$ cat config.mk
export PLATFORM = sky130hd
export DESIGN_NAME = gso_status_out
export DESIGN_NICKNAME = d
export VERILOG_FILES = /design/src/common/gso_pkg.sv /design/src/common/gso_evt_if.sv /design/src/gso_status_out.sv /design/src/gso_edge_events.sv /design/src/gso_pin_select.sv
export VERILOG_INCLUDE_DIRS = /design/src /design/src/common
export SDC_FILE = /design/constraint.sdc
export NUM_CORES = 2
export LEC_CHECK = 0
export BUFFER_PORTS_ARGS = -buffer_cell sky130_fd_sc_hd__buf_2
export CAP_MARGIN = 10
export CORE_ASPECT_RATIO = 0.6
export CORE_MARGIN = 8
export CORE_UTILIZATION = 40
export DETAILED_ROUTE_END_ITERATION = 10
export HOLD_SLACK_MARGIN = 0.06
export PLACE_DENSITY_LB_ADDON = 0.08
export SETUP_SLACK_MARGIN = 0.1
export SLEW_MARGIN = 40
export SYNTH_ARGS = -nofsm -noshare
export SYNTH_HDL_FRONTEND = slang
export SYNTH_SLANG_ARGS = --single-unit
$ cat constraint.sdc
create_clock -name sys_clk -period 2.95 [get_ports sys_clk]
set_input_delay 0 -clock sys_clk [delete_from_list [all_inputs] [get_ports sys_clk]]
set_output_delay 0 -clock sys_clk [all_outputs]
set_load 0.03 [all_outputs]
$ cat src/common/gso_defines.svh
// Constants for the GPIO status output selector: offsets, codes, layouts.
// Assumes word addressing on a 16-bit register port.
`ifndef GSO_DEFINES_SVH
`define GSO_DEFINES_SVH
// Register word addresses
`define GSO_REG_SWITCH 16'h02c8
`define GSO_REG_FN_BASE 16'h1700
`define GSO_REG_PWM_CTRL 16'h1740
`define GSO_REG_PWM0_DUTY 16'h1741
`define GSO_REG_PWM1_DUTY 16'h1742
`define GSO_REG_SPDIF_CTRL 16'h1743
`define GSO_REG_SPDIF_CS_LO 16'h1744
`define GSO_REG_SPDIF_CS_HI 16'h1745
`define GSO_REG_SPK_CTRL 16'h1746
`define GSO_REG_RAW_A 16'h1748
`define GSO_REG_RAW_B 16'h1749
`define GSO_REG_STAT_A 16'h174a
`define GSO_REG_STAT_B 16'h174b
`define GSO_REG_MASK_A 16'h174c
`define GSO_REG_MASK_B 16'h174d
// Field positions
`define GSO_SW_MODE 1:0
`define GSO_PWM_SRC 1:0
`define GSO_VALID 1:0
`define GSO_SPK_WD_EN 0
`define GSO_SPK_WD_SEL 3:1
`define GSO_SPK_RESTART 4
// Pin function codes and group sizes
`define GSO_FN_W 9
`define GSO_FN_PWM 9'h048
`define GSO_FN_SPDIF 9'h04c
`define GSO_FN_ASRC 9'h088
`define GSO_FN_WARN 9'h0b6
`define GSO_FN_TSD 9'h0b7
`define GSO_FN_SHORT 9'h0e0
`define GSO_FN_SPKSD 9'h0e2
`define GSO_FN_TIMER 9'h140
`define GSO_FN_FIFO 9'h150
`define GSO_N_PWM 9'h002
`define GSO_N_ASRC 9'h004
`define GSO_N_SHORT 9'h002
`define GSO_N_TIMER 9'h008
`define GSO_N_FIFO 9'h008
// Flag and event vector layout
`define GSO_EV_W 25
`define GSO_EVA_W 9
`define GSO_EVB_W 16
`define GSO_EV_ASRC 0
`define GSO_EV_WARN 4
`define GSO_EV_TSD 5
`define GSO_EV_SHORT 6
`define GSO_EV_SPKSD 8
`define GSO_EV_TIMER 9
`define GSO_EV_FIFO 17
`define GSO_EV_BOTH 25'h000000f
`endif

$ cat src/common/gso_pkg.sv
// Types shared by the GPIO status output selector.
// Assumes nothing beyond the defines header.
`default_nettype none
package gso_pkg;
	// Analogue switch mode field values
	typedef enum logic [1:0] {GSO_SW_OPEN = 2'b00, GSO_SW_CLOSED = 2'b01,
		GSO_SW_CLAMP_ON = 2'b10, GSO_SW_CLAMP_OFF = 2'b11} gso_sw_mode_e;
	// Speaker protection sequence
	typedef enum logic [1:0] {GSO_SPK_RUN = 2'b00, GSO_SPK_STOP = 2'b01,
		GSO_SPK_OFF = 2'b10} gso_spk_state_e;
endpackage
`default_nettype wire

$ cat src/common/gso_evt_if.sv
// Status flag levels and their edge events, shared inside the block.
// Assumes one clock domain.
`timescale 1ns/1ps
`default_nettype none
`include "gso_defines.svh"
interface gso_evt_if;
	logic [`GSO_EV_W-1:0] level; // Current flag levels
	logic [`GSO_EV_W-1:0] pulse; // One-cycle edge events
	modport ctl (output level, input pulse);
	modport det (input level, output pulse);
	modport sel (input level);
endinterface
`default_nettype wire

$ cat src/gso_status_out.sv
// GPIO status output selector: register file, speaker protection,
// interrupt status, analogue switch control and pin selection.
// Assumes all inputs synchronous to sys_clk and a strobe-style register
// port with read data one cycle after the read strobe.
//
// Strobed register access is this design's own decision.
`timescale 1ns/1ps
`default_nettype none
`include "gso_defines.svh"
// Notes on behaviour
// - two PWM waves selectable per pin
// - PWM duty from audio or fixed register
// - S/PDIF on pin, software validity and status
// - lock flag per rate converter, pin selectable
// - lock flags raise events on both edges
// - event bits sticky, pollable, drive interrupt
// - thermal, short, shutdown flags pin selectable
// - overheat or short disables speaker outputs
// - shutdown flag only after driver stop completes
// - timer watchdog expiry shuts speaker down
// - protection flags raise events on rising edges
// - timers up/down, modes, progress pin output
// - timer pin pulses at final count
// - timer final count raises event
// - sixteen-entry logger FIFO status per pin
// - logger pin high while FIFO not empty
// - logger FIFO condition raises event
// - switch mode open, closed, clamp-gated
module gso_status_out #(
	parameter int NUM_PINS = 40 // General purpose pins served
) (
	input wire logic sys_clk,
	input wire logic rst_b,
	input wire logic [15:0] reg_addr,
	input wire logic [15:0] reg_wdata,
	input wire logic reg_wr,
	input wire logic reg_rd,
	output logic [15:0] reg_rdata,
	input wire logic [1:0] pwm_wave,
	input wire logic spdif_tx,
	input wire logic [3:0] asrc_lock,
	input wire logic temp_warn,
	input wire logic temp_shutdown,
	input wire logic [1:0] spk_short,
	input wire logic spk_off_done,
	input wire logic [7:0] timer_final,
	input wire logic [7:0] fifo_not_empty,
	input wire logic accessory_detect,
	output logic [NUM_PINS-1:0] gpio_out,
	output logic [NUM_PINS-1:0] gpio_src_valid,
	output logic irq,
	output logic spk_disable,
	output logic switch_close,
	output logic [1:0] pwm_duty_sel,
	output logic [15:0] pwm0_duty,
	output logic [15:0] pwm1_duty,
	output logic [1:0] spdif_validity,
	output logic [31:0] spdif_chan_status
);
	import gso_pkg::*;

	// Shared flag levels and their events
	gso_evt_if ev ();

	// Register state
	logic [`GSO_FN_W-1:0] fn_code [NUM_PINS]; // Per-pin function code
	logic [NUM_PINS*`GSO_FN_W-1:0] fn_flat; // Codes packed for the mux
	gso_sw_mode_e sw_mode; // Analogue switch mode
	logic wd_en; // Watchdog enable
	logic [2:0] wd_sel; // Timer used as watchdog
	logic [`GSO_EV_W-1:0] status; // Sticky event bits
	logic [`GSO_EV_W-1:0] mask; // Interrupt enables
	gso_spk_state_e spk_state; // Speaker protection state
	gso_spk_state_e next_spk_state; // Its next value

	// Address decode
	wire [15:0] fn_off = reg_addr - `GSO_REG_FN_BASE;
	wire fn_hit = fn_off < 16'(NUM_PINS);
	wire wr_sw = reg_wr && reg_addr == `GSO_REG_SWITCH;
	wire wr_pwm = reg_wr && reg_addr == `GSO_REG_PWM_CTRL;
	wire wr_d0 = reg_wr && reg_addr == `GSO_REG_PWM0_DUTY;
	wire wr_d1 = reg_wr && reg_addr == `GSO_REG_PWM1_DUTY;
	wire wr_sc = reg_wr && reg_addr == `GSO_REG_SPDIF_CTRL;
	wire wr_cl = reg_wr && reg_addr == `GSO_REG_SPDIF_CS_LO;
	wire wr_ch = reg_wr && reg_addr == `GSO_REG_SPDIF_CS_HI;
	wire wr_spk = reg_wr && reg_addr == `GSO_REG_SPK_CTRL;
	wire wr_sa = reg_wr && reg_addr == `GSO_REG_STAT_A;
	wire wr_sb = reg_wr && reg_addr == `GSO_REG_STAT_B;
	wire wr_ma = reg_wr && reg_addr == `GSO_REG_MASK_A;
	wire wr_mb = reg_wr && reg_addr == `GSO_REG_MASK_B;
	// Restart is a self-clearing command bit
	wire restart = wr_spk && reg_wdata[`GSO_SPK_RESTART];

	// Function code registers, one per pin
	for (genvar i = 0; i < NUM_PINS; i++) begin : g_fn
		// Write when the offset names this pin
		always_ff @(posedge sys_clk or negedge rst_b) begin
			if (!rst_b) fn_code[i] <= '0;
			else if (reg_wr && fn_hit && fn_off == 16'(i))
				fn_code[i] <= reg_wdata[`GSO_FN_W-1:0];
		end
		assign fn_flat[i*`GSO_FN_W +: `GSO_FN_W] = fn_code[i];
	end

	always_ff @(posedge sys_clk or negedge rst_b) begin
		if (!rst_b) sw_mode <= GSO_SW_OPEN;
		else if (wr_sw) sw_mode <= gso_sw_mode_e'(reg_wdata[`GSO_SW_MODE]);
	end

	// duty source select and fixed duties
	always_ff @(posedge sys_clk or negedge rst_b) begin
		if (!rst_b) begin
			pwm_duty_sel <= '0;
			pwm0_duty <= '0;
			pwm1_duty <= '0;
		end else begin
			if (wr_pwm) pwm_duty_sel <= reg_wdata[`GSO_PWM_SRC];
			if (wr_d0) pwm0_duty <= reg_wdata;
			if (wr_d1) pwm1_duty <= reg_wdata;
		end
	end

	// software validity bits and channel status
	always_ff @(posedge sys_clk or negedge rst_b) begin
		if (!rst_b) begin
			spdif_validity <= '0;
			spdif_chan_status <= '0;
		end else begin
			if (wr_sc) spdif_validity <= reg_wdata[`GSO_VALID];
			if (wr_cl) spdif_chan_status[15:0] <= reg_wdata;
			if (wr_ch) spdif_chan_status[31:16] <= reg_wdata;
		end
	end

	// Watchdog configuration
	always_ff @(posedge sys_clk or negedge rst_b) begin
		if (!rst_b) begin
			wd_en <= 1'b0;
			wd_sel <= '0;
		end else if (wr_spk) begin
			wd_en <= reg_wdata[`GSO_SPK_WD_EN];
			wd_sel <= reg_wdata[`GSO_SPK_WD_SEL];
		end
	end

	// Speaker protection causes
	wire hard_fault = temp_shutdown || (|spk_short);
	wire wd_trip = wd_en && timer_final[wd_sel];
	wire trip = hard_fault || wd_trip;

	// Speaker shutdown sequencing
	always_comb begin
		next_spk_state = spk_state;
		case (spk_state)
			GSO_SPK_RUN: begin
				if (trip) next_spk_state = GSO_SPK_STOP;
			end
			// wait for the driver to finish
			GSO_SPK_STOP: begin
				if (spk_off_done) next_spk_state = GSO_SPK_OFF;
			end
			// Release only with faults gone
			GSO_SPK_OFF: begin
				if (restart && !hard_fault) next_spk_state = GSO_SPK_RUN;
			end
			default: next_spk_state = GSO_SPK_STOP;
		endcase
	end

	// State and speaker disable output
	always_ff @(posedge sys_clk or negedge rst_b) begin
		if (!rst_b) begin
			spk_state <= GSO_SPK_RUN;
			spk_disable <= 1'b0;
		end else begin
			spk_state <= next_spk_state;
			spk_disable <= next_spk_state != GSO_SPK_RUN;
		end
	end

	// Shutdown complete flag
	wire spk_flag = spk_state == GSO_SPK_OFF;

	// flag levels gathered in event layout
	// protection flags join the same vector
	// timer progress and FIFO status too
	assign ev.level = {fifo_not_empty, timer_final, spk_flag, spk_short,
		temp_shutdown, temp_warn, asrc_lock};

	// Edge events from flag levels
	gso_edge_events u_edges (
		.sys_clk(sys_clk),
		.rst_b(rst_b),
		.ev(ev.det)
	);

	gso_pin_select #(.NUM_PINS(NUM_PINS)) u_pins (
		.sys_clk(sys_clk),
		.rst_b(rst_b),
		.fn_flat(fn_flat),
		.pwm_wave(pwm_wave),
		.spdif_tx(spdif_tx),
		.ev(ev.sel),
		.gpio_out(gpio_out),
		.gpio_src_valid(gpio_src_valid)
	);

	// Write-one-to-clear masks for both status words
	wire [`GSO_EVA_W-1:0] clr_a = wr_sa ? reg_wdata[`GSO_EVA_W-1:0] : '0;
	wire [`GSO_EVB_W-1:0] clr_b = wr_sb ? reg_wdata : '0;
	wire [`GSO_EV_W-1:0] next_status = (status & ~{clr_b, clr_a}) | ev.pulse;

	// Sticky status and mask
	always_ff @(posedge sys_clk or negedge rst_b) begin
		if (!rst_b) begin
			status <= '0;
			mask <= '0;
		end else begin
			status <= next_status;
			if (wr_ma) mask[`GSO_EVA_W-1:0] <= reg_wdata[`GSO_EVA_W-1:0];
			if (wr_mb) mask[`GSO_EV_W-1:`GSO_EVA_W] <= reg_wdata;
		end
	end

	wire irq_any = |(status & mask);

	// switch state from mode and clamp
	wire next_close = (sw_mode == GSO_SW_CLOSED)
		|| (sw_mode == GSO_SW_CLAMP_ON && accessory_detect)
		|| (sw_mode == GSO_SW_CLAMP_OFF && !accessory_detect);

	// Readback selection, unmapped reads zero
	wire [15:0] fn_rd = fn_hit ? 16'(fn_code[fn_off[5:0]]) : '0;
	wire [15:0] rd_mux =
		(reg_addr == `GSO_REG_SWITCH) ? 16'(sw_mode) :
		(reg_addr == `GSO_REG_PWM_CTRL) ? 16'(pwm_duty_sel) :
		(reg_addr == `GSO_REG_PWM0_DUTY) ? pwm0_duty :
		(reg_addr == `GSO_REG_PWM1_DUTY) ? pwm1_duty :
		(reg_addr == `GSO_REG_SPDIF_CTRL) ? 16'(spdif_validity) :
		(reg_addr == `GSO_REG_SPDIF_CS_LO) ? spdif_chan_status[15:0] :
		(reg_addr == `GSO_REG_SPDIF_CS_HI) ? spdif_chan_status[31:16] :
		(reg_addr == `GSO_REG_SPK_CTRL) ? 16'({wd_sel, wd_en}) :
		(reg_addr == `GSO_REG_RAW_A) ? 16'(ev.level[`GSO_EVA_W-1:0]) :
		(reg_addr == `GSO_REG_RAW_B) ? ev.level[`GSO_EV_W-1:`GSO_EVA_W] :
		(reg_addr == `GSO_REG_STAT_A) ? 16'(status[`GSO_EVA_W-1:0]) :
		(reg_addr == `GSO_REG_STAT_B) ? status[`GSO_EV_W-1:`GSO_EVA_W] :
		(reg_addr == `GSO_REG_MASK_A) ? 16'(mask[`GSO_EVA_W-1:0]) :
		(reg_addr == `GSO_REG_MASK_B) ? mask[`GSO_EV_W-1:`GSO_EVA_W] :
		fn_rd;

	// Registered outputs: read data, interrupt, switch
	always_ff @(posedge sys_clk or negedge rst_b) begin
		if (!rst_b) begin
			reg_rdata <= '0;
			irq <= 1'b0;
			switch_close <= 1'b0;
		end else begin
			reg_rdata <= reg_rd ? rd_mux : '0;
			irq <= irq_any;
			switch_close <= next_close;
		end
	end
endmodule // gso_status_out
`default_nettype wire

$ cat src/gso_edge_events.sv
// Edge detector turning status flag levels into one-cycle events.
// Assumes flags are synchronous to sys_clk.
`timescale 1ns/1ps
`default_nettype none
`include "gso_defines.svh"
module gso_edge_events (
	input wire logic sys_clk,
	input wire logic rst_b,
	gso_evt_if.det ev
);
	logic [`GSO_EV_W-1:0] prev; // Flag levels one cycle ago
	// Remember last levels
	always_ff @(posedge sys_clk or negedge rst_b) begin
		if (!rst_b) prev <= '0;
		else prev <= ev.level;
	end
	// lock flags fire on both edges
	assign ev.pulse = (ev.level & ~prev) | (`GSO_EV_BOTH & prev & ~ev.level);
endmodule // gso_edge_events
`default_nettype wire

$ cat src/gso_pin_select.sv
// Per-pin source selection by function code, registered outputs.
// Assumes codes are held stable by the register file.
`timescale 1ns/1ps
`default_nettype none
`include "gso_defines.svh"
module gso_pin_select #(parameter int NUM_PINS = 40) (
	input wire logic sys_clk,
	input wire logic rst_b,
	input wire logic [NUM_PINS*`GSO_FN_W-1:0] fn_flat,
	input wire logic [1:0] pwm_wave,
	input wire logic spdif_tx,
	gso_evt_if.sel ev,
	output logic [NUM_PINS-1:0] gpio_out,
	output logic [NUM_PINS-1:0] gpio_src_valid
);
	logic [NUM_PINS-1:0] sel_val; // Chosen source level per pin
	logic [NUM_PINS-1:0] sel_hit; // Code names a source
	for (genvar i = 0; i < NUM_PINS; i++) begin : g_pin
		wire [8:0] c = fn_flat[i*`GSO_FN_W +: `GSO_FN_W];
		wire [8:0] dp = c - `GSO_FN_PWM;
		wire [8:0] da = c - `GSO_FN_ASRC;
		wire [8:0] ds = c - `GSO_FN_SHORT;
		wire [8:0] dt = c - `GSO_FN_TIMER;
		wire [8:0] df = c - `GSO_FN_FIFO;
		wire hp = dp < `GSO_N_PWM;
		wire ha = da < `GSO_N_ASRC;
		wire hs = ds < `GSO_N_SHORT;
		wire ht = dt < `GSO_N_TIMER;
		wire hf = df < `GSO_N_FIFO;
		wire h_sp = c == `GSO_FN_SPDIF;
		wire h_w = c == `GSO_FN_WARN;
		wire h_t = c == `GSO_FN_TSD;
		wire h_k = c == `GSO_FN_SPKSD;
		assign sel_hit[i] = hp | ha | hs | ht | hf | h_sp | h_w | h_t | h_k;
		// group and single sources muxed onto the pin
		assign sel_val[i] = (hp & pwm_wave[dp[0]]) | (h_sp & spdif_tx)
			| (ha & ev.level[`GSO_EV_ASRC + da[1:0]])
			| (h_w & ev.level[`GSO_EV_WARN]) | (h_t & ev.level[`GSO_EV_TSD])
			| (hs & ev.level[`GSO_EV_SHORT + ds[0]])
			| (h_k & ev.level[`GSO_EV_SPKSD])
			| (ht & ev.level[`GSO_EV_TIMER + dt[2:0]])
			| (hf & ev.level[`GSO_EV_FIFO + df[2:0]]);
	end
	// Register pin drive
	always_ff @(posedge sys_clk or negedge rst_b) begin
		if (!rst_b) begin
			gpio_out <= '0;
			gpio_src_valid <= '0;
		end else begin
			gpio_out <= sel_val;
			gpio_src_valid <= sel_hit;
		end
	end
endmodule // gso_pin_select
`default_nettype wire

Word level (Yosys, flattened, before mapping)
Cells that the tools add are included.
{"block": "word_totals", "regBits": 610, "out_inout_bits": 167, "wordCells": 2508, "input_bits": 65}
{"block": "op_classes", "add_sub_neg": 321, "n_bitwise": 1010, "mux": 427, "reduce_logical": 69, "order_cmp": 403, "n_eq_ne": 218}
{"op": "less-than comparator 32 x 6 -> 1 bit (second input constant)", "count": 120}
{"op": "equality test 9 x 8 -> 1 bit (second input constant)", "count": 120}
{"op": "less-than comparator 9 x 2 -> 1 bit (second input constant)", "count": 80}
{"op": "less-than comparator 9 x 4 -> 1 bit (second input constant)", "count": 80}
{"op": "subtractor 9 x 8 -> 9 bit (second input constant)", "count": 80}
{"op": "subtractor 9 bit (second input constant)", "count": 80}
{"op": "OR 1 bit", "count": 640}
{"op": "binary-select mux 1 bit (select 5 bit)", "count": 120}
{"op": "AND 1 bit", "count": 360}
{"op": "equality test 9 x 7 -> 1 bit (second input constant)", "count": 40}
{"op": "less-than comparator 9 x 3 -> 1 bit (second input constant)", "count": 40}
{"op": "subtractor 9 x 7 -> 9 bit (second input constant)", "count": 40}
{"op": "equality test 16 x 5 -> 1 bit (second input constant)", "count": 16}
{"op": "2-to-1 mux 16 bit", "count": 16}
{"op": "2-to-1 mux 1 bit", "count": 241}
{"op": "adder 5 x 3 -> 6 bit (first input constant)", "count": 40}
{"op": "less-than comparator 2 x 6 -> 1 bit (second input constant)", "count": 40}
{"op": "equality test 16 x 13 -> 1 bit (second input constant)", "count": 13}
{"op": "adder 4 x 3 -> 5 bit (first input constant)", "count": 40}
{"op": "adder 3 x 1 -> 4 bit (first input constant)", "count": 40}
{"op": "equality test 16 x 4 -> 1 bit (second input constant)", "count": 8}
{"op": "equality test 16 x 6 -> 1 bit (second input constant)", "count": 8}
{"op": "binary-select mux 1 bit (select 2 bit)", "count": 40}
{"op": "less-than comparator 1 x 2 -> 1 bit (second input constant)", "count": 40}
{"op": "other kinds (28)", "count": 106}

Logic depth before layout (Yosys ltp)
{"block": "logic_depth", "word_depth": 21, "mapped_depth": 11, "ltp_nobuf": 9}

Hierarchy
Synthesis repeated with hierarchy kept, for this count alone.
{"block": "unflattened", "hier_cells": 5341, "hier_area_um2": 53865.4}
{"mod": "gso_pin_select", "cells_each": 3641, "area_each_um2": 29537.1, "instances": 1, "seq_area_each_um2": 2001.9}
{"mod": "gso_status_out", "cells_each": 1650, "area_each_um2": 23536.3, "instances": 1, "seq_area_each_um2": 12637.1}
{"mod": "gso_edge_events", "cells_each": 50, "area_each_um2": 792.0, "instances": 1, "seq_area_each_um2": 625.6}

Worst setup path after synthesis
OpenSTA, ideal clock, no wires.
{"block": "synth_timing", "path_type": "reg-to-reg", "start": "reg fn_code[108] (netlist bit)", "end": "reg u_pins.gpio_out[27]", "arrival_time_ns": 2.872, "stages_incl_launch_ff": 10, "synth_period_minus_slack_ns": 3.006, "slack_ns": -0.056, "setup_ns": 0.133, "cell_sequence": "dfrtp_1 -> clkbuf_1 -> inv_1 -> ha_1 -> clkbuf_1 -> mux4_2 -> mux4_2 -> mux2_2 -> nand2_1 -> nand3_1"}
{"block": "synth_via", "elab_chain_cells": 12, "elab_cells_between_ends": 44}
{"element": "start, declared", "line": "gso_status_out.sv:66", "rtl": "logic [`GSO_FN_W-1:0] fn_code [NUM_PINS];"}
{"element": "start signal, assigned by index", "line": "gso_status_out.sv:100", "rtl": "fn_code[i] <= reg_wdata[`GSO_FN_W-1:0];"}
{"element": "branches (longest 11 deep; another with subtractor 9 x 8 -> 9 bit)"}
{"element": "OR 1 bit *", "line": "gso_pin_select.sv:36", "rtl": "assign sel_val[i] = (hp & pwm_wave[dp[0]]) | (h_sp & spdif_tx)"}
{"element": "named net u_pins.sel_val[27]", "line": "gso_pin_select.sv:16", "rtl": "logic [NUM_PINS-1:0] sel_val;"}
{"element": "end signal, assigned", "line": "gso_pin_select.sv:50", "rtl": "gpio_out <= sel_val;"}
{"element": "end, declared", "line": "gso_pin_select.sv:13", "rtl": "output logic [NUM_PINS-1:0] gpio_out,"}
Mark *: on every way through the listed nets, which the timed path passes. The select of a mux whose other input is x is not followed.
A chain may end at the register's enable or synchronous reset.

Final worst setup path
{"block": "layout_timing", "start": "in reg_addr[11]", "end": "reg status[20]"}
{"block": "layout_via", "elab_chain_cells": 6}
{"element": "start, declared", "line": "gso_status_out.sv:34", "rtl": "input wire logic [15:0] reg_addr,"}
{"element": "equality test 16 x 13 -> 1 bit (no source line)"}
{"element": "logical AND 1 bit (no source line)"}
{"element": "2-to-1 mux 16 bit", "line": "gso_status_out.sv:210", "rtl": "wire [`GSO_EVB_W-1:0] clr_b = wr_sb ? reg_wdata : '0;"}
{"element": "inverter 25 bit", "line": "gso_status_out.sv:211", "rtl": "wire [`GSO_EV_W-1:0] next_status = (status & ~{clr_b, clr_a}) | ev.pulse;"}
{"element": "AND 25 bit", "line": "gso_status_out.sv:211"}
{"element": "OR 25 bit", "line": "gso_status_out.sv:211"}
{"element": "named net next_status[20]", "line": "gso_status_out.sv:211"}
{"element": "end signal, assigned", "line": "gso_status_out.sv:219", "rtl": "status <= next_status;"}
{"element": "end, declared", "line": "gso_status_out.sv:71", "rtl": "logic [`GSO_EV_W-1:0] status;"}
The timed path passes the listed nets, and every way through them passes these cells.

==> impl_metrics.py <==
metrics = {
    "timing": {
        "setup_viol": 0,
        "fin_crit_sh_pct": 95.1,
        "fin_crit_ns": 2.81,
        "fin_ws_ns": 0.143,
        "slew_viol_final": 0,
        "slew_headroom_pct": 34.8,
        "rsz0062_at_grt": "no",
        "fin_tns_setup_ns": 0,
        "finalHoldViolations": 0,
        "fmax_mhz": 356,
        "finalClockSkew_ns": 0.0288,
        "worst_pin_slew_ns": 0.978,
        "holdWs_ns": 0.136,
    },
    "final_layout": {
        "final_common_cell": "dfrtp_1",
        "area_delta_synth_final_pct": 14.8,
        "layout.nets": 6827,
        "final_layout_size_suffix_gt1_share_pct": 24.3,
        "mostFrequentLayoutCells": "dfrtp_1, ha_1, nand2_1, buf_4, mux2_2",
        "fin_util_pct": 46.2,
    },
    "global_route": {
        "grt_pass1_vias": 49400,
        "antenna_found_initial": 32,
        "track_usage_pct": 31.6,
        "grt_pass1_wl_um": 366000,
        "grt_most_used_layer": "met1",
        "grt_util_met3_pct": 8.36,
        "use_met2_pct": 44.0,
        "met1_usage_pct": 47.6,
        "grt_overflow": 0,
        "grt_start_max_net_pins": 92,
    },
    "yosys": {
        "syn_inst": 6000,
        "synth-edff-count": 0,
        "synth_top_flop_cell": "dfrtp_1",
        "synth.yosys.seq_area_share_pct": 26.8,
        "syn_area_um2": 56900,
        "synth_seq_cells": 610,
        "syn_avg_cell_area_um2": 9.48,
        "ys.warnings.count": 0,
        "synth_cell_types": 96,
        "ys_async_sr_fraction_pct": 100,
        "syn_nets": 6545,
    },
    "worst_setup_path": {
        "worstPathArrival_ns": 3.39,
        "regToRegSetupSlack_ns": 0.16,
        "critPathRequiredTime_ns": 3.53,
        "worstSetupStartpointType": "input port",
        "rr_endpoint": "reg_rdata[8]",
        "timing.rr.start": "fn_code[197]",
        "crit_start": "reg_addr[11]",
        "path_max_fanout": 22,
        "r2r_cells": 7,
        "critPathKind": "in -> reg",
        "endpoint": "status[20]",
        "worstSetupEndpointType": "flip-flop",
    },
    "clock_network": {
        "cts_tree": "done",
        "cts_made_buffers": 74,
        "clk_latency_ns": 0.70,
        "cts_buffer_depth": 3,
        "cts_root_buf": "clkbuf_16",
        "cts_sinks": 610,
        "path_clk_slew_ns": 0.06,
        "ctsHtreeMaxLevel": 3,
    },
    "routing": {
        "wl_per_cell_um": 30.7,
        "avgViaCountPerCell": 6.41,
        "drt_pass1_iterations": 7,
        "totalWireLength_um": 253000,
        "vias": 52900,
        "drt_iter0_drc": 7225,
        "final_antenna_net_count": 0,
        "drc": 0,
    },
    "pwr": {
        "peakVddDrop_uv": 338,
        "power.leakage_nw": 28.6,
        "power-per-cell-area_nw_per_um2": 331,
        "power.total_mw": 21.6,
    },
    "floorplan": {
        "die_area_um2": 155000,
        "io_pins": 232,
        "dieHeight_um": 308,
        "placementRows": 107,
        "start_util_pct": 40.2,
        "fp.coreArea_um2": 142000,
        "die_w_um": 503,
    },
    "run": {
        "max-cap-violations": 0,
    },
    "place": {
        "hpwl_um": 181000,
        "port_buffers": 231,
        "place_ws_ns": -0.0780,
        "place_congestion": 0.971,
    },
    "status": {
        "outcome": "completed",
    },
    "worst_hold_path": {
        "holdCritPathClass": "in -> async",
    },
}
-- per-layer routing --
layer  share of wire [%]  wire, µm
met1                  45    115000
met2                  41    103000
met3                  11     27500
met4                 3.1      7940
met5               0.015        39
-- layout make-up --
type	count	area [µm²]
Multi-Input combinational cell	4573	38400
Tap cell	1907	2390
Clock buffer	98	2060
Sequential cell	610	15300
Fill cell	13500	76200
Inverter	313	1180
Antenna cell	5	12.5
Clock inverter	38	546
Timing Repair Buffer	710	5480
-- logic make-up after synthesis --
group	share of synthesized area [%]
AND/OR/NAND/NOR	17.2
AO/OA/AOI/OAI	12.2
multiplexers	24.2
buffers and inverters	5.75
flip-flops	26.8
adder cells (fa/ha/maj)	10.6
XOR/XNOR	3.26
-- where the power goes --
| group | switching, mW | internal, mW | total (mW) |
|---|---|---|---|
| registers | 0.0220 | 8.40 | 8.42 |
| logic | 1.96 | 0.987 | 2.95 |
| clock network | 4.43 | 5.81 | 10.2 |
-- cell usage after synthesis, drive strengths merged (18+ instances only) --
master | count | share of area (%)
nor4 | 104 | 1.2
nand4 | 144 | 1.6
a31oi | 47 | 0.52
mux2 | 395 | 7.8
or3 | 18 | 0.20
a221oi | 35 | 0.54
o22ai | 47 | 0.52
nor4b | 43 | 0.67
nand2b | 69 | 0.76
nor2 | 372 | 2.5
a22oi | 75 | 0.99
a21oi | 220 | 1.9
a32oi | 19 | 0.29
nand3b | 28 | 0.37
clkbuf | 404 | 2.7
dfrtp | 610 | 27
a21boi | 21 | 0.28
ha | 480 | 11
nand4b | 64 | 0.99
inv | 312 | 2.1
mux4 | 323 | 13
a211oi | 41 | 0.54
a2111oi | 23 | 0.37
o31ai | 22 | 0.29
o211ai | 37 | 0.49
nor3b | 31 | 0.41
nand3 | 214 | 1.9
or4 | 31 | 0.41
nor2b | 46 | 0.51
mux2i | 201 | 3.5
xnor2 | 102 | 1.6
o21ai | 301 | 2.6
nor3 | 193 | 1.8
buf | 100 | 1.0
a22o | 37 | 0.57
xor2 | 110 | 1.7
nand2 | 481 | 3.2
-- worst min path at each step --
stage,start,endpoint,slack (ns),depth (start not counted)
global placement,rst_b,u_pins.gpio_out[30],0.06,1
detailed placement,rst_b,u_pins.gpio_out[30],0.07,1
CTS,reg_addr[12],fn_code[7],0.09,5
finish,rst_b,fn_code[43],0.14,3
floorplan,rst_b,fn_code[0],-0.30,0
global route,accessory_detect,switch_close,0.12,4
-- worst max-delay path, cell delays in order --
cell	delay [ns]
dlygate4sd3_1	0.54
buf_2	0.15
and4b_1	0.40
and3b_2	0.33
buf_4	0.16
and2_1	0.18
buf_4	0.32
and3_1	0.22
buf_4	0.27
nand2_1	0.09
a22o_1	0.17
dlygate4sd3_1	0.54
-- state kept, by name (all words and copies together) (netlist names), 25 cells and up --
signal,count
u_pins.gpio_src_valid,40
mask,25
spdif_chan_status,32
status,25
u_edges.prev,25
fn_code,360
u_pins.gpio_out,40
-- timing repair --
| item | CTS | global route |
|---|---|---|
| hold endpoints to repair | 951 | 0 |
| buffers inserted | 0 | 0 |
| resized for setup | 0 | 3 |
| endpoints found under the setup margin | 0 | 4 |
| hold buffers | 58 | 0 |
-- stage by stage --
step                instance area [µm²]  std cells
floorplan                         56900       6000
global placement                  62000       8055
detailed placement                62100       8055
CTS                               65300       8249
global route                      65300       8249
finish                            65300       8254
Note: power is estimated with default switching activity, not from simulation.
